$ cat src/design/sscm_pkg.sv
// Package for the stream special channel multiplexer
package sscm_pkg;
    // =====================================================
    // Channel codes
    localparam logic [7:0] CH_EXT_FLEX    = 8'hC1;
    localparam logic [7:0] CH_MUX_CTRL    = 8'hC2;
    localparam logic [7:0] CH_TIMER_BASE  = 8'hC8;
    localparam logic [7:0] CH_TIMER_LAST  = 8'hCB;
    localparam logic [7:0] CH_COUNT_BASE  = 8'hD2;
    localparam logic [7:0] CH_COUNT_LAST  = 8'hD3;
    localparam logic [7:0] CH_CAPTURE     = 8'hE0;
    localparam logic [7:0] CH_TIMER_RBASE = 8'hE6;
    localparam logic [7:0] CH_TIMER_RLAST = 8'hE9;
    localparam logic [7:0] CH_COUNT_RBASE = 8'hF0;
    localparam logic [7:0] CH_COUNT_RLAST = 8'hF1;
    localparam logic [7:0] CH_ANALOG_LAST = 8'h0F;

    // =====================================================
    // Sizes and reset values
    localparam int         NUM_TIMERS     = 4;
    localparam int         NUM_COUNTERS   = 2;
    localparam int         NUM_SOURCES    = 6;
    localparam logic [15:0] LATCH_RESET   = 16'h0000;
    localparam logic [15:0] WORD_RESET    = 16'h0000;

    // =====================================================
    // Types
    typedef enum logic [2:0] {
        ST_IDLE = 3'b001,
        ST_HOLD = 3'b010,
        ST_DONE = 3'b100
    } sscm_state_e;

    typedef struct packed {
        logic [7:0] flexible_io_port;
        logic [7:0] extended_io_port;
        logic [7:0] control_io_port;
        logic [7:0] multiplexer_io_port;
    } sscm_ports_s;

    typedef struct packed {
        logic        valid;
        logic        stream;
        logic [7:0]  code;
    } sscm_req_s;

    typedef struct packed {
        logic        valid;
        logic        is_special;
        logic        error;
        logic [31:0] data;
    } sscm_resp_s;

    typedef struct packed {
        sscm_state_e state;
        sscm_ports_s ports_meta;
        sscm_ports_s ports_sync;
        logic [15:0] timer_counter_high_half_latch;
        sscm_resp_s  resp;
        logic        analog_start;
        logic [NUM_SOURCES-1:0] clear_src;
        logic [7:0]  held_code;
        logic        held_stream;
    } sscm_state_s;
endpackage

$ cat src/design/sscm_stream_special_channel_mux.sv
// Stream special channel multiplexer: digital port snapshots and timer/counter sampling
`timescale 1ns/1ps
`default_nettype none

module sscm_stream_special_channel_mux (
    // Clock and reset
    input  wire logic                 CLOCK,
    input  wire logic                 RESET_N,
    // Sample slot request from the sequencer
    input  wire sscm_pkg::sscm_req_s  REQ,
    // Slot end from the analog slot timer
    input  wire logic                 SLOT_DONE,
    // Analog conversion result
    input  wire logic [15:0]          ANALOG_DATA,
    // Digital port pins
    input  wire sscm_pkg::sscm_ports_s PORT_PINS,
    // Timer and counter values, same clock
    input  wire logic [191:0]         SOURCE_VALUES,
    // Results
    output var  sscm_pkg::sscm_resp_s RESP,
    output var  logic                 ANALOG_START,
    output var  logic [5:0]           SOURCE_CLEAR
);

    // =====================================================
    // Decoding helpers
    function automatic logic in_range(input logic [7:0] c, input logic [7:0] lo,
                                      input logic [7:0] hi);
        in_range = (c >= lo) && (c <= hi);
    endfunction

    // Source index 0..5 for a timer/counter code, 7 when none
    function automatic logic [2:0] src_index(input logic [7:0] c);
        logic [7:0] d;
        d = 8'h00;
        src_index = 3'h7;
        if (in_range(c, sscm_pkg::CH_TIMER_BASE, sscm_pkg::CH_TIMER_LAST)) begin
            d = c - sscm_pkg::CH_TIMER_BASE;
            src_index = d[2:0];
        end else if (in_range(c, sscm_pkg::CH_TIMER_RBASE, sscm_pkg::CH_TIMER_RLAST)) begin
            d = c - sscm_pkg::CH_TIMER_RBASE;
            src_index = d[2:0];
        end else if (in_range(c, sscm_pkg::CH_COUNT_BASE, sscm_pkg::CH_COUNT_LAST)) begin
            d = c - sscm_pkg::CH_COUNT_BASE + 8'h04;
            src_index = d[2:0];
        end else if (in_range(c, sscm_pkg::CH_COUNT_RBASE, sscm_pkg::CH_COUNT_RLAST)) begin
            d = c - sscm_pkg::CH_COUNT_RBASE + 8'h04;
            src_index = d[2:0];
        end
    endfunction

    function automatic logic is_reset_code(input logic [7:0] c);
        is_reset_code = in_range(c, sscm_pkg::CH_TIMER_RBASE, sscm_pkg::CH_TIMER_RLAST)
                     || in_range(c, sscm_pkg::CH_COUNT_RBASE, sscm_pkg::CH_COUNT_RLAST);
    endfunction

    // =====================================================
    // State
    sscm_pkg::sscm_state_s st_reg;
    sscm_pkg::sscm_state_s st_next;

    logic [2:0]  cur_src;
    logic [31:0] cur_val;
    logic [7:0]  held_code_reg;
    logic        held_stream_reg;

    // Views of the request held for the whole slot
    always_comb begin
        held_code_reg = st_reg.held_code;
        held_stream_reg = st_reg.held_stream;
        cur_src = src_index(held_code_reg);
        cur_val = (cur_src < 3'h6) ? SOURCE_VALUES[32*cur_src +: 32] : 32'h0000_0000;
    end

    always_comb begin
        st_next = st_reg;
        st_next.ports_meta = PORT_PINS;
        st_next.ports_sync = st_reg.ports_meta;
        st_next.resp.valid = 1'b0;
        st_next.analog_start = 1'b0;
        st_next.clear_src = '0;
        case (st_reg.state)
            sscm_pkg::ST_IDLE: begin
                if (REQ.valid) begin
                    st_next.state = sscm_pkg::ST_HOLD;
                    // Code is kept so a late change on the request cannot alter the slot
                    st_next.held_code = REQ.code;
                    st_next.held_stream = REQ.stream;
                    // Every code, special or not, opens a normal slot
                    st_next.analog_start = 1'b1;
                end
            end
            sscm_pkg::ST_HOLD: begin
                if (SLOT_DONE) begin
                    st_next.state = sscm_pkg::ST_DONE;
                    st_next.resp.valid = 1'b1;
                    st_next.resp.is_special = 1'b1;
                    st_next.resp.error = 1'b0;
                    st_next.resp.data = 32'h0000_0000;
                    if (held_code_reg == sscm_pkg::CH_EXT_FLEX) begin
                        // Read only; bits of non-input lines pass through as is
                        st_next.resp.data[15:0] = {st_reg.ports_sync.extended_io_port,
                                                   st_reg.ports_sync.flexible_io_port};
                    end else if (held_code_reg == sscm_pkg::CH_MUX_CTRL) begin
                        st_next.resp.data[15:0] = {st_reg.ports_sync.multiplexer_io_port,
                                                   st_reg.ports_sync.control_io_port};
                    end else if (cur_src < 3'h6) begin
                        if (held_stream_reg) begin
                            st_next.resp.data[15:0] = cur_val[15:0];
                            st_next.timer_counter_high_half_latch = cur_val[31:16];
                        end else begin
                            st_next.resp.data = cur_val;
                        end
                        if (is_reset_code(held_code_reg)) begin
                            st_next.clear_src[cur_src] = 1'b1;
                        end
                    end else if (held_code_reg == sscm_pkg::CH_CAPTURE && held_stream_reg) begin
                        st_next.resp.data[15:0] = st_reg.timer_counter_high_half_latch;
                    end else if (held_code_reg <= sscm_pkg::CH_ANALOG_LAST) begin
                        // Analog sample leaves the latch alone
                        st_next.resp.is_special = 1'b0;
                        st_next.resp.data[15:0] = ANALOG_DATA;
                    end else begin
                        // Includes system timer codes: not streamable
                        st_next.resp.error = 1'b1;
                    end
                end
            end
            sscm_pkg::ST_DONE: begin
                st_next.state = sscm_pkg::ST_IDLE;
            end
            default: begin
                st_next.state = sscm_pkg::ST_IDLE;
            end
        endcase
    end

    always_ff @(posedge CLOCK or negedge RESET_N) begin
        if (!RESET_N) begin
            st_reg <= '{state: sscm_pkg::ST_IDLE, ports_meta: '0, ports_sync: '0,
                        timer_counter_high_half_latch: sscm_pkg::LATCH_RESET,
                        resp: '0, analog_start: 1'b0, clear_src: '0,
                        held_code: 8'h00, held_stream: 1'b0};
        end else begin
            st_reg <= st_next;
        end
    end

    always_comb begin
        RESP = st_reg.resp;
        ANALOG_START = st_reg.analog_start;
        SOURCE_CLEAR = st_reg.clear_src;
    end

    // =====================================================
    // Checks
    a_low_half_return: assert property (@(posedge CLOCK) disable iff (!RESET_N)
        (st_reg.state == sscm_pkg::ST_HOLD && SLOT_DONE && held_stream_reg && cur_src < 3'h6)
        |=> (RESP.data[15:0] == $past(cur_val[15:0])
             && st_reg.timer_counter_high_half_latch == $past(cur_val[31:16])))
        else $error("timer low half or latch wrong");
    a_latch_holds: assert property (@(posedge CLOCK) disable iff (!RESET_N)
        !(st_reg.state == sscm_pkg::ST_HOLD && SLOT_DONE && held_stream_reg && cur_src < 3'h6)
        |=> $stable(st_reg.timer_counter_high_half_latch))
        else $error("capture latch changed without source sample");
    a_capture_read: assert property (@(posedge CLOCK) disable iff (!RESET_N)
        (st_reg.state == sscm_pkg::ST_HOLD && SLOT_DONE && held_stream_reg
         && held_code_reg == sscm_pkg::CH_CAPTURE)
        |=> RESP.valid && RESP.data[15:0] == st_reg.timer_counter_high_half_latch)
        else $error("capture read wrong");
    a_clear_only_reset: assert property (@(posedge CLOCK) disable iff (!RESET_N)
        (SOURCE_CLEAR != 6'h00) |-> RESP.valid && $past(is_reset_code(held_code_reg)))
        else $error("clear without reset code");
    a_full_word: assert property (@(posedge CLOCK) disable iff (!RESET_N)
        (st_reg.state == sscm_pkg::ST_HOLD && SLOT_DONE && !held_stream_reg && cur_src < 3'h6)
        |=> RESP.data == $past(cur_val) && $stable(st_reg.timer_counter_high_half_latch))
        else $error("command read not full width");
    a_port_word: assert property (@(posedge CLOCK) disable iff (!RESET_N)
        (st_reg.state == sscm_pkg::ST_HOLD && SLOT_DONE && held_code_reg == sscm_pkg::CH_EXT_FLEX)
        |=> RESP.data[7:0] == $past(st_reg.ports_sync.flexible_io_port)
            && RESP.data[15:8] == $past(st_reg.ports_sync.extended_io_port))
        else $error("port word 193 wrong");
    a_ctrl_word: assert property (@(posedge CLOCK) disable iff (!RESET_N)
        (st_reg.state == sscm_pkg::ST_HOLD && SLOT_DONE && held_code_reg == sscm_pkg::CH_MUX_CTRL)
        |=> RESP.data[7:0] == $past(st_reg.ports_sync.control_io_port)
            && RESP.data[15:8] == $past(st_reg.ports_sync.multiplexer_io_port))
        else $error("port word 194 wrong");
    a_one_slot: assert property (@(posedge CLOCK) disable iff (!RESET_N)
        (st_reg.state == sscm_pkg::ST_IDLE && REQ.valid) |=> ANALOG_START ##1 !ANALOG_START)
        else $error("slot not opened once");
    a_no_error_port: assert property (@(posedge CLOCK) disable iff (!RESET_N)
        (RESP.valid && $past(held_code_reg) == sscm_pkg::CH_EXT_FLEX) |-> !RESP.error)
        else $error("port read flagged error");
    a_systimer_refused: assert property (@(posedge CLOCK) disable iff (!RESET_N)
        (st_reg.state == sscm_pkg::ST_HOLD && SLOT_DONE && held_code_reg > sscm_pkg::CH_COUNT_RLAST)
        |=> RESP.error)
        else $error("unsupported code not refused");
    a_capture_command: assert property (@(posedge CLOCK) disable iff (!RESET_N)
        (st_reg.state == sscm_pkg::ST_HOLD && SLOT_DONE && !held_stream_reg
         && held_code_reg == sscm_pkg::CH_CAPTURE)
        |=> RESP.valid && RESP.error && $stable(st_reg.timer_counter_high_half_latch))
        else $error("command capture read not refused");
    a_analog_word: assert property (@(posedge CLOCK) disable iff (!RESET_N)
        (st_reg.state == sscm_pkg::ST_HOLD && SLOT_DONE
         && held_code_reg <= sscm_pkg::CH_ANALOG_LAST)
        |=> !RESP.is_special && RESP.data[15:0] == $past(ANALOG_DATA)
            && $stable(st_reg.timer_counter_high_half_latch))
        else $error("analog sample wrong or latch moved");

endmodule

`default_nettype wire

$ cat config.mk
export PLATFORM = sky130hd
export DESIGN_NAME = sscm_stream_special_channel_mux
export DESIGN_NICKNAME = d
export VERILOG_FILES = /design/src/design/sscm_pkg.sv /design/src/design/sscm_stream_special_channel_mux.sv
export SDC_FILE = /design/constraint.sdc
export NUM_CORES = 1
export LEC_CHECK = 0
export ABC_AREA = 1
export BUFFER_PORTS_ARGS = -buffer_cell sky130_fd_sc_hd__buf_2
export CAP_MARGIN = 20
export CORE_UTILIZATION = 53
export DETAILED_ROUTE_END_ITERATION = 8
export PLACE_DENSITY = 0.86
export SYNTH_ARGS = -nofsm -noshare
export SYNTH_HDL_FRONTEND = slang
export SYNTH_SLANG_ARGS = --single-unit
$ cat constraint.sdc
create_clock -name CLOCK -period 3.4 [get_ports CLOCK]
set_input_delay 0.68 -clock CLOCK [delete_from_list [all_inputs] [get_ports CLOCK]]
set_output_delay 0.68 -clock CLOCK [all_outputs]
set_load 0.005 [all_outputs]
# After elaboration in Yosys (flattened, before gate mapping)
# Index checks and enable logic that the tools add are counted.
dict set report totals {
  reg_bits 134
  input_bits 253
  output_inout_bits 42
  wordCells 88
}
dict set report op_classes {
  n_addsub 6
  order_cmp 12
  n_eq_ne 7
  n_shift 1
  muxes 31
  bitwise_logic 2
  reduce_logical 11
}
# cell count
set op_table {}
lappend op_table {{indexed part select 192 x 9 -> 32 bit} 1}
lappend op_table {{two-way mux 16 bit} 7}
lappend op_table {{two-way mux 35 bit} 2}
lappend op_table {{two-way mux 18 bit} 2}
lappend op_table {{two-way mux 6 bit} 6}
lappend op_table {{greater-or-equal comparator 8 bit (second input constant)} 4}
lappend op_table {{less-or-equal comparator 8 bit (second input constant)} 4}
lappend op_table {{equality test 8 bit (second input constant)} 3}
lappend op_table {{two-way mux 3 bit} 6}
lappend op_table {{less-or-equal comparator 8 x 4 -> 1 bit (second input constant)} 1}
lappend op_table {{adder 3 bit (second input constant)} 2}
lappend op_table {{logical AND 1 bit} 6}
lappend op_table {{case mux 3 bit (2 select lines)} 1}
lappend op_table {{AND reduction 2 bit} 3}
lappend op_table {{AND reduction 6 bit} 1}
lappend op_table {{subtractor 3 x 1 -> 3 bit (second input constant)} 2}
lappend op_table {{less-than comparator 3 x 4 -> 1 bit (second input constant)} 1}
lappend op_table {{two-way mux 1 bit} 4}
lappend op_table {{two-way mux 2 bit} 2}
lappend op_table {{inequality test 2 bit (second input constant)} 2}
lappend op_table {{demux 1 bit (select 3 bit)} 1}
lappend op_table {{equality test 3 x 1 -> 1 bit (second input constant)} 1}
lappend op_table {{equality test 3 x 2 -> 1 bit (second input constant)} 1}
lappend op_table {{greater-or-equal comparator 3 x 1 -> 1 bit (second input constant)} 1}
lappend op_table {{other kinds (5)} 6}

# Depth between registers and ports, before layout
# Gate-level depths: netlist of run 1.
dict set report depth {
  ltp_word 16
  mapped_depth 16
  ltp_nobuf 15
}

# Worst setup path after synthesis of run 1
# OpenSTA, ideal clock, no wires.
dict set report synth_path {
  kind {reg2reg}
  start {reg st_reg, in the netlist held_code_reg[1]}
  end {reg st_reg, in the netlist RESP[16]}
  setup_ns 0.127
  arrival_ns 1.831
  required_time_ns 3.273
  path_slack_ns 1.442
  path_stages_with_launch 12
  path_buffers 1
  synth_period_minus_slack_ns 1.958
  cell_sequence {dfrtp_1 inv_2 ha_1 inv_1 nand4_1 nand3_2 nand2_1 inv_2 buf_2 nand3_1 nand3_1 o21ai_0}
}
dict set report synth_between {
  elab_chain_cells 11
  word_cells_on_any_way 30
  cone_classes {6 x add/sub; 9 x order compare; 2 x eq/ne; 1 x shift; 8 x mux; 4 x reduce/logical}
}
# item line
set synth_rtl {}
lappend synth_rtl {{start: declaration} sscm_stream_special_channel_mux.sv:59} ;# sscm_pkg::sscm_state_s st_reg;
lappend synth_rtl {{start signal: assignment} sscm_stream_special_channel_mux.sv:140} ;# st_reg <= '{state: sscm_pkg::ST_IDLE, ports_meta: '0, ports_sync: '0,
lappend synth_rtl {{start signal: assignment} sscm_stream_special_channel_mux.sv:145} ;# st_reg <= st_next;
lappend synth_rtl {{subtractor 3 x 1 -> 3 bit, or another cell as far along} {sscm_stream_special_channel_mux.sv:38, sscm_stream_special_channel_mux.sv:47}}
lappend synth_rtl {{adder 3 bit / logical AND 1 bit (equally long branches)} {sscm_stream_special_channel_mux.sv:47, sscm_stream_special_channel_mux.sv:29}}
lappend synth_rtl {{two-way mux 3 bit} sscm_stream_special_channel_mux.sv:46} ;# end else if (in_range(c, sscm_pkg::CH_COUNT_RBASE, sscm_pkg::CH_COUNT_RLAST)) begin
lappend synth_rtl {{two-way mux 3 bit} sscm_stream_special_channel_mux.sv:43} ;# end else if (in_range(c, sscm_pkg::CH_COUNT_BASE, sscm_pkg::CH_COUNT_LAST)) begin
lappend synth_rtl {{two-way mux 3 bit} sscm_stream_special_channel_mux.sv:40} ;# end else if (in_range(c, sscm_pkg::CH_TIMER_RBASE, sscm_pkg::CH_TIMER_RLAST)) begin
lappend synth_rtl {{two-way mux 3 bit} sscm_stream_special_channel_mux.sv:37} ;# if (in_range(c, sscm_pkg::CH_TIMER_BASE, sscm_pkg::CH_TIMER_LAST)) begin
lappend synth_rtl {{indexed part select 192 x 9 -> 32 bit} sscm_stream_special_channel_mux.sv:72} ;# cur_val = (cur_src < 3'h6) ? SOURCE_VALUES[32*cur_src +: 32] : 32'h0000_0000;
lappend synth_rtl {{two-way mux 16 bit} sscm_stream_special_channel_mux.sv:108} ;# if (held_stream_reg) begin
lappend synth_rtl {{two-way mux 16 bit} sscm_stream_special_channel_mux.sv:107} ;# end else if (cur_src < 3'h6) begin
lappend synth_rtl {{two-way mux 18 bit} sscm_stream_special_channel_mux.sv:104} ;# end else if (held_code_reg == sscm_pkg::CH_MUX_CTRL) begin
lappend synth_rtl {{two-way mux 18 bit *} sscm_stream_special_channel_mux.sv:100} ;# if (held_code_reg == sscm_pkg::CH_EXT_FLEX) begin
# Mark *: on every way between the ends. The rest lies on a longest branch, timed or not.
# A chain may end at the register's enable or synchronous reset.

# Worst setup path after layout of run 1
# Same ends and word-level chain as after synthesis.

==> flow_metrics.env, run 1 <==
export IMPL_final_setup_skew_ns=0.009598
export IMPL_rsz0062_at_grt="false"
export IMPL_nNetsFinal=1489
export IMPL_yosysSeqAreaShare=0.4513
export IMPL_largest_register_ffs=51
export IMPL_fin_tns_setup_ns=0
export IMPL_critical_path_peak_fanout=39
export IMPL_drcViolationCount=0
export IMPL_end_kind="flop"
export IMPL_h_tree_depth=4
export IMPL_ant_nets=0
export IMPL_final_common_cell="nand2_1"
export IMPL_maxSlewHeadroom=0.4637
export IMPL_netlist_area_um2=7433
export IMPL_grt_use_total=0.3455
export IMPL_worst_slew_pin_slew_ns=0.8044
export IMPL_grt_pass1_vias=7325
export IMPL_cts_max_path_buffers=2
export IMPL_routed_wl_um=24270
export IMPL_die_width_um=120.4
export IMPL_status="finished, final reports clean"
export IMPL_drt_first_pass_iters=8
export IMPL_fin_crit_sh=0.7996
export IMPL_drive_above_1_share=0.3090
export IMPL_cts_tree="yes"
export IMPL_clock_sinks=134
export IMPL_crit_start="held_code_reg[1]"
export IMPL_fin_crit_ns=2.719
export IMPL_hold_viol_final=0
export IMPL_synth_warnings=0
export IMPL_grt_max_degree=73
export IMPL_fmax_mhz=367.8
export IMPL_worstSkewPairLatency_ns=0.43
export IMPL_mostFrequentLayoutCells="nand2_1 (340), buf_2 (293), dfrtp_1 (133), nand3_1 (115), inv_1 (96)"
export IMPL_dp_hpwl_um=17320
export IMPL_post_drt_wl_per_cell_um=17.05
export IMPL_overflow=0
export IMPL_vdd_drop_max_uv=431.2
export IMPL_routabilityCongestion=0.9094
export IMPL_rr_startpoint="held_code_reg[1]"
export IMPL_syn2layout_area_growth_pct=24.93
export IMPL_initial_core_util=0.5525
export IMPL_antenna_found_initial=1
export IMPL_num_rows=42
export IMPL_postSynthCellCount=992
export IMPL_synth_nets=1248
export IMPL_final_max_slew_viol_count=0
export IMPL_power_density_nw_per_um2=689.3
export IMPL_avgSynthCellArea_um2=7.493
export IMPL_critPathRequiredTime_ns=3.72
export IMPL_synth_seq_cells=134
export IMPL_hold_buffers=0
export IMPL_hold_path_class="in2async"
export IMPL_leakagePower_nw=5.121
export IMPL_clk_pin_slew_ns=0.06
export IMPL_cts_repair_resized=0
export IMPL_grt_pass1_wl_um=37350
export IMPL_core_um2=13450
export IMPL_floorplan_die_area_um2=14500
export IMPL_viasPerCell=5.261
export IMPL_ioPinCount=295
export IMPL_post_cts_buffers=0
export IMPL_drv_cap=0
export IMPL_vias=7486
export IMPL_finalSetupViolCount=0
export IMPL_root_buffer="clkbuf_16"
export IMPL_die_h_um=120.4
export IMPL_portBuffers=294
export IMPL_dr_first_iter_drc_count=637
export IMPL_finalInstanceArea_um2=9286
export IMPL_crit_arrival_ns=3.04
export IMPL_place_area_um2=8677
export IMPL_critPathLaunchType="flop"
export IMPL_path_class="reg2reg"
export IMPL_cts_made_buffers=17
export IMPL_ys_types=35
power breakdown:
part / internal, mW / switching (mW) / total, mW
sequential: 1.92 / 0.203 / 2.12
clock: 1.12 / 0.793 / 1.91
combinational: 0.818 / 1.55 / 2.37
metrics by stage:
stage | instances | hold WS, ns | utilization | total power, mW | worst slack, ns
5_1_grt | 1422 | 0.2593 | 0.6901 | 6.761 | 0.4319
2_1_floorplan | 992 | 0.3312 | - | 3.801 | 1.442
3_3_place_gp | 1390 | 0.3316 | 0.6450 | 4.416 | 0.8637
3_5_place_dp | 1390 | 0.3347 | 0.6450 | 4.459 | 0.8286
4_1_cts | 1422 | 0.2515 | 0.6901 | 6.382 | 0.6869
6_report | 1423 | 0.2263 | 0.6903 | 6.401 | 0.6813
final cells by class:
| cell class | instances | area (µm²) |
|---|---|---|
| fillers | 1130 | 4167 |
| flip-flops and latches | 134 | 3354 |
| multi-input cells | 662 | 3080 |
| repair buffers | 309 | 1603 |
| clock buffers | 17 | 425.4 |
| inverters | 109 | 419.2 |
| well taps | 176 | 220.2 |
| clock inverters | 15 | 181.4 |
| diodes | 1 | 2.502 |
final timing paths:
check | endpoint | slack (ns) | cells after the start
max | RESP[16] | 0.68 | 14
max in group asynchronous | st_reg[70] | 2.37 | 2
min | RESP[20] | 0.23 | 1
min reg2reg | st_reg[71] | 0.34 | 0
max reg2reg | RESP[16] | 0.68 | 14
min in group CLOCK | st_reg[71] | 0.34 | 0
cell usage after synthesis, drive strengths merged:
library cell,n,area [µm²]
nand4,24,150.1
ha,3,37.54
dfstp,1,26.28
clkinv,1,3.750
nor4,3,33.78
nand3,118,605.6
buf,74,541.8
o21ai,63,315.3
a21oi,6,30.03
a22oi,9,67.56
dfrtp,133,3328
a221oi,3,26.28
nand3b,10,75.07
a221o,2,20.02
or2,13,81.33
clkbuf,13,48.80
nor2,57,261.5
o21bai,3,22.52
nand2,345,1318
nor3,3,25.02
inv,108,415.4
kinds of logic after synthesis:
family          count (synthesis)  synth area share
compound gates                 86           0.06480
fa+ha+maj                       3          0.005050
buf+inv                       196            0.1358
flops                         134            0.4513
simple gates                  573            0.3430
routing by layer:
layer | GRT usage | up-vias | wire length [µm]
li1 | - | 3588 | -
met1 | 0.4299 | 3471 | 9678
met2 | 0.5772 | 357 | 11730
met3 | 0.07972 | 70 | 2004
met4 | 0.1466 | 0 | 856
met5 | 0 | - | 0
critical path, cell delays in order, from the launching register on:
cell	delay, ns
dfrtp_1	0.47
ha_1	0.24
nand2_1	0.06
nand3_1	0.10
nand3_2	0.09
nand2_1	0.11
o21bai_4	0.20
buf_4	0.30
buf_4	0.41
nand2_1	0.10
nand2_1	0.08
nand2_1	0.05
nand2_1	0.06
nand3_1	0.08
o21ai_0	0.24
No activity file was read; power rests on OpenSTA's default activity.
==> run 2, diff against run 1 <==
--- a/config.mk
+++ b/config.mk
@@ -8,9 +8,9 @@
 export ABC_AREA = 1
 export BUFFER_PORTS_ARGS = -buffer_cell sky130_fd_sc_hd__buf_2
 export CAP_MARGIN = 20
-export CORE_UTILIZATION = 53
+export CORE_UTILIZATION = 45
 export DETAILED_ROUTE_END_ITERATION = 8
-export PLACE_DENSITY = 0.86
+export PLACE_DENSITY = 0.78
 export SYNTH_ARGS = -nofsm -noshare
 export SYNTH_HDL_FRONTEND = slang
 export SYNTH_SLANG_ARGS = --single-unit
==> constraint.sdc (replaced) <==
create_clock -name CLOCK -period 2.4 [get_ports CLOCK]
set_input_delay 0.48 -clock CLOCK [delete_from_list [all_inputs] [get_ports CLOCK]]
set_output_delay 0.48 -clock CLOCK [all_outputs]
set_load 0.005 [all_outputs]
==> run 2 against run 1 <==
Compared with the run above: combinational power is 67% higher; non-clock buffer count grew 48; global-route usage shrank 5.3 points; die area grew 17%; maximum frequency is 17% higher; routed wire length is 3.4% higher; clock-buffer cell count stayed put; design area is 7.9% higher; worst setup slack got worse by 0.61 ns; critical path depth down 1; sequential power up 43%; critical path type unchanged; largest cell class unchanged; largest power group unchanged.
==> flow_metrics.env, run 2 (synthesis results as in run 1) <==
export IMPL_status="finished, final reports clean"
export IMPL_dr_first_iter_drc_count=538
export IMPL_end_kind="flop"
export IMPL_syn2layout_area_growth_pct=34.78
export IMPL_busiest_layer="met2"
export IMPL_final_max_slew_viol_count=0
export IMPL_cts_made_buffers=17
export IMPL_floorplan_die_area_um2=17040
export IMPL_worstSkewPairLatency_ns=0.42
export IMPL_crit_path_cell_trace="ha_2, nand2_1, nand3_2, nand3_2, nand2_2, o21bai_4, clkbuf_16, buf_4, nand2_1, nand3_1, nand4_1, nor2_1, nor2_1"
export IMPL_die_h_um=130.5
export IMPL_final_common_cell="nand2_1"
export IMPL_drv_cap=0
export IMPL_cpMaxStageDelayCell="dfrtp_2"
export IMPL_drive_above_1_share=0.3539
export IMPL_grt_use_total=0.2925
export IMPL_dp_hpwl_um=18470
export IMPL_grt_pass1_vias=7109
export IMPL_final_setup_skew_ns=0.006258
export IMPL_stdcell_count=1511
export IMPL_clock_sinks=134
export IMPL_mostFrequentLayoutCells="nand2_1 (333), buf_2 (293), dfrtp_1 (129), nand3_1 (110), inv_1 (95)"
export IMPL_fin_crit_ns=2.325
export IMPL_routed_wl_um=25090
export IMPL_fin_hold_ws_ns=0.1590
export IMPL_critical_path_peak_fanout=6
export IMPL_fin_crit_sh=0.9687
export IMPL_finalSetupViolCount=0
export IMPL_leakagePower_nw=5.463
export IMPL_nNetsFinal=1537
export IMPL_portBuffers=294
export IMPL_seqCellArea_um2=3359
export IMPL_viasPerCell=5.040
export IMPL_place_inst=1452
export IMPL_core_um2=16000
export IMPL_critPathLaunchType="flop"
export IMPL_use_met1=0.3797
export IMPL_antenna_found_initial=2
export IMPL_cts_max_path_buffers=2
export IMPL_hold_path_class="in2reg"
export IMPL_power_density_nw_per_um2=970.2
export IMPL_multiInputGateArea_um2=3168
export IMPL_initial_core_util=0.4646
export IMPL_crit_path_max_incr_delay_ns=0.46
export IMPL_path_class="reg2reg"
export IMPL_worst_slew_pin_slew_ns=0.6976
export IMPL_drt_first_pass_iters=5
export IMPL_use_met3=0.06067
export IMPL_drcViolationCount=0
export IMPL_grtUsageMet2=0.4762
export IMPL_root_buffer="clkbuf_16"
export IMPL_fmax_mhz=430.1
export IMPL_hold_viol_final=0
export IMPL_maxSlewHeadroom=0.5344
export IMPL_clk_pin_slew_ns=0.06
export IMPL_ioPinCount=295
export IMPL_critPathRequiredTime_ns=2.71
export IMPL_fillCellCount=1505
export IMPL_cts_tree="yes"
export IMPL_grt_pass1_wl_um=36900
export IMPL_routabilityCongestion=0.9279
export IMPL_num_rows=46
export IMPL_grt_max_degree=51
export IMPL_vdd_drop_max_uv=615.8
export IMPL_crit_arrival_ns=2.64
export IMPL_ant_nets=0
export IMPL_post_drt_wl_per_cell_um=16.60
export IMPL_h_tree_depth=4
export IMPL_postLayoutCoreUtil=0.6261
export IMPL_largest_register_ffs=51
export IMPL_die_width_um=130.5
export IMPL_overflow=0
export IMPL_vias=7616
## run 2: cell types whose count changed in the layout (fill, tap and decap cells not counted), moves of 3 or more
cell / change
nor2_2: +3
buf_4: +31
nand2_1: -7
buf_6: +3
clkbuf_16: +5
nand3_2: +5
dfrtp_2: +4
nand2_2: +5
nor2_1: -5
buf_12: +7
dfrtp_1: -4
nand3_1: -5
## run 2: timing repair
action	4_1_cts	5_1_grt
setup endpoints to repair	0	48
hold buffers	1	0
gates resized for setup	0	39
setup buffers	0	19
endpoints found under the hold margin	2	0
## run 2: where the power goes
group | leakage [nW] | internal (mW) | total (mW) | switching [mW]
sequential | 1.63 | 2.73 | 3.03 | 0.298
clock | 0.307 | 1.60 | 2.74 | 1.15
combinational | 3.53 | 1.58 | 3.95 | 2.37
## run 2: stage by stage
step / power [mW] / setup TNS, ns / setup WS, ns / cell area [µm²]
final: 9.720 / 0 / 0.07509 / 10020
after global routing: 10.30 / -0.2581 / -0.03685 / 10020
after CTS: 9.270 / 0 / 0.01833 / 9584
after detailed placement: 6.510 / 0 / 0.02976 / 8955
after global placement: 6.482 / 0 / 0.01478 / 8955
after floorplan: 5.385 / 0 / 0.4416 / 7433
## run 2: layer usage
layer  wire length [µm]  part of all wire  vias to the layer above
met1              10810              0.43                     3570
li1                   -                 -                     3682
met5                 10           0.00040                        -
met3               1646             0.066                       49
met4                716             0.029                        2
met2              11900              0.47                      313
## run 2: final cells by class
cell class,count,area share
flip-flops and latches,134,0.3353
multi-input cells,662,0.3162
repair buffers,357,0.2168
inverters,109,0.04259
clock buffers,17,0.04246
well taps,216,0.02698
clock inverters,15,0.01936
diodes,1,0.0002498
## run 2: path summary, 6_finish.rpt
path                                   from           to  slack, ns  cells after the start
setup / recovery           held_code_reg[2]     RESP[12]       0.08                     13
hold / removal                PORT_PINS[17]  st_next[84]       0.16                      1
setup reg to reg           held_code_reg[2]     RESP[12]       0.08                     13
hold reg to reg                 st_next[82]   st_reg[82]       0.34                      0
max in group asynchronous           RESET_N  st_next[93]       1.12                      3
min in group asynchronous           RESET_N     RESP[20]       0.55                      2
## run 2: worst max-delay path: cells and delay by family (launching register included)
kind,cells,cell delay [ns]
adder cells (fa/ha/maj),1,0.19
flip-flops,1,0.46
buffers and inverters,2,0.39
AO/OA/AOI/OAI,1,0.38
AND/OR/NAND/NOR,9,0.78
==> run 3, diff against run 2 <==
==> constraint.sdc (replaced) <==
create_clock -name CLOCK -period 2.11 [get_ports CLOCK]
set_input_delay 0.422 -clock CLOCK [delete_from_list [all_inputs] [get_ports CLOCK]]
set_output_delay 0.422 -clock CLOCK [all_outputs]
set_load 0.005 [all_outputs]
==> run 3 against run 2 <==
Compared with the run above: the run now ends with design-rule violations, negative setup slack left; worst hold slack got worse by 0.064 ns; largest cell class is now multi-input combinational cells; maximum frequency up 3.2%; worst setup slack lost 0.22 ns.
==> flow_metrics.env, run 3 (synthesis results as in run 1) <==
export IMPL_antenna_found_initial=3
export IMPL_portBuffers=294
export IMPL_fin_crit_ns=2.254
export IMPL_hp_start="PORT_PINS[15]"
export IMPL_crit_arrival_ns=2.61
export IMPL_worst_slew_pin_slew_ns=0.6651
export IMPL_grt_max_degree=50
export IMPL_place_inst=1469
export IMPL_crit_path_cell_trace="ha_4, nand2_2, nand3_2, nand3_2, nand2_2, o21bai_4, buf_6, buf_6, buf_16, nand2_1, nand3_1, nand3_2, o21ai_2"
export IMPL_rsz0062_at_grt="true"
export IMPL_hold_path_class="in2reg"
export IMPL_fmax_mhz=443.7
export IMPL_dp_slack_ns=-0.1897
export IMPL_path_class="reg2reg"
export IMPL_dp_hpwl_um=18430
export IMPL_maxSlewHeadroom=0.5561
export IMPL_leakagePower_nw=5.798
export IMPL_viasPerCell=5.327
export IMPL_grt_pass1_wl_um=39090
export IMPL_vdd_drop_max_uv=773.9
export IMPL_finalSetupViolCount=48
export IMPL_core_um2=16000
export IMPL_die_h_um=130.5
export IMPL_post_drt_wl_per_cell_um=18.25
export IMPL_root_buffer="clkbuf_16"
export IMPL_final_max_slew_viol_count=0
export IMPL_r2r_slack_ns=-0.14
export IMPL_violations="design-rule violations, negative setup slack"
export IMPL_hold_viol_final=0
export IMPL_initial_core_util=0.4646
export IMPL_largest_register_ffs=51
export IMPL_end_kind="flop"
export IMPL_ant_nets=0
export IMPL_fin_crit_sh=1.068
export IMPL_cts_max_path_buffers=2
export IMPL_routabilityCongestion=1.045
export IMPL_h_tree_depth=4
export IMPL_syn2layout_area_growth_pct=48.02
export IMPL_stdcell_count=1545
export IMPL_drt_first_pass_iters=9
export IMPL_fin_hold_ws_ns=0.09493
export IMPL_hold_depth=1
export IMPL_rr_endpoint="RESP[31]"
export IMPL_floorplan_die_area_um2=17040
export IMPL_cts_tree="yes"
export IMPL_status="finished, violations left"
export IMPL_dr_first_iter_drc_count=781
export IMPL_critical_path_peak_fanout=15
export IMPL_critPathLaunchType="flop"
export IMPL_cpMaxStageDelayCell="dfrtp_2"
export IMPL_cp_common_cell="nand3_2"
export IMPL_die_width_um=130.5
export IMPL_ioPinCount=295
export IMPL_fillCellCount=1269
export IMPL_routed_wl_um=28190
export IMPL_drive_above_1_share=0.4404
export IMPL_worstRegToRegCells=13
export IMPL_mostFrequentLayoutCells="nand2_1 (293), buf_2 (293), dfrtp_1 (129), inv_1 (93), nand3_1 (77)"
export IMPL_drcViolationCount=1
export IMPL_vias=8230
export IMPL_drv_cap=0
export IMPL_overflow=0
export IMPL_worst_slack_ns=-0.1438
export IMPL_final_setup_skew_ns=0.01218
export IMPL_cts_made_buffers=17
export IMPL_grt_use_total=0.3105
export IMPL_nNetsFinal=1569
export IMPL_worstSkewPairLatency_ns=0.43
export IMPL_grt_pass1_vias=7701
export IMPL_num_rows=46
export IMPL_rr_startpoint="held_code_reg[2]"
export IMPL_holdPathEnd="st_next[82]"
export IMPL_clk_pin_slew_ns=0.07
export IMPL_critPathRequiredTime_ns=2.46
export IMPL_clock_sinks=134
export IMPL_crit_path_max_incr_delay_ns=0.49
export IMPL_power_density_nw_per_um2=1084
run 3: stage by stage:
step                cell area, µm²  utilization  TNS (ns)  total power [mW]
CTS                          10250       0.6408  -0.04136             10.92
detailed placement            9120       0.5700    -3.696             7.544
floorplan                     7433            -         0             6.125
finish                       11000       0.6877    -4.221             11.93
global route                 11000       0.6875    -8.087             12.53
global placement              9120       0.5700   -0.3213             7.434
run 3: final cells by class:
class / count / area (µm²) / share of cell area
multi-input cells: 662 / 3630 / 0.3299
flip-flops and latches: 134 / 3359 / 0.3053
repair buffers: 389 / 2714 / 0.2466
inverters: 109 / 450.4 / 0.04094
clock buffers: 18 / 439.2 / 0.03991
well taps: 216 / 270.3 / 0.02456
clock inverters: 14 / 132.6 / 0.01205
diodes: 3 / 7.507 / 0.0006823
run 3: worst max-delay path by stage:
stage	from	endpoint	depth (start not counted)
after floorplan	held_code_reg[1]	RESP[16]	11
after global placement	held_code_reg[1]	RESP[8]	16
after detailed placement	held_code_reg[1]	RESP[8]	16
after CTS	held_code_reg[1]	RESP[8]	17
after global routing	held_code_reg[0]	st_reg[63]	9
final	held_code_reg[2]	RESP[31]	13
run 3: per-layer routing:
metal  up-vias  part of all wire  global-route usage
met4         2             0.056              0.1677
met5         -           0.00046                   0
met1      3823              0.38              0.3809
met2       522              0.48              0.5151
met3       125             0.083             0.06311
li1       3758                 -                   -
run 3: worst max-delay path, delay by kind of cell (launching register included):
family                     cells  cell delay [ns]
DFF                            1             0.49
AOI/OAI and AO/OA              2             0.37
buffers and inverters          3             0.46
adders and majority gates      1             0.20
and+or+nand+nor                7             0.64
run 3: power by group:
| group | internal (mW) | switching (mW) |
|---|---|---|
| registers | 3.10 | 0.371 |
| logic | 2.36 | 3.21 |
| clock network | 1.59 | 1.29 |
run 3: repair_timing:
item,in CTS,in global routing
endpoints found under the setup margin,48,48
resized for setup,77,133
pin swaps,24,55
buffers inserted,18,15
hold buffers,1,0
cloned,5,7
endpoints found under the hold margin,46,0
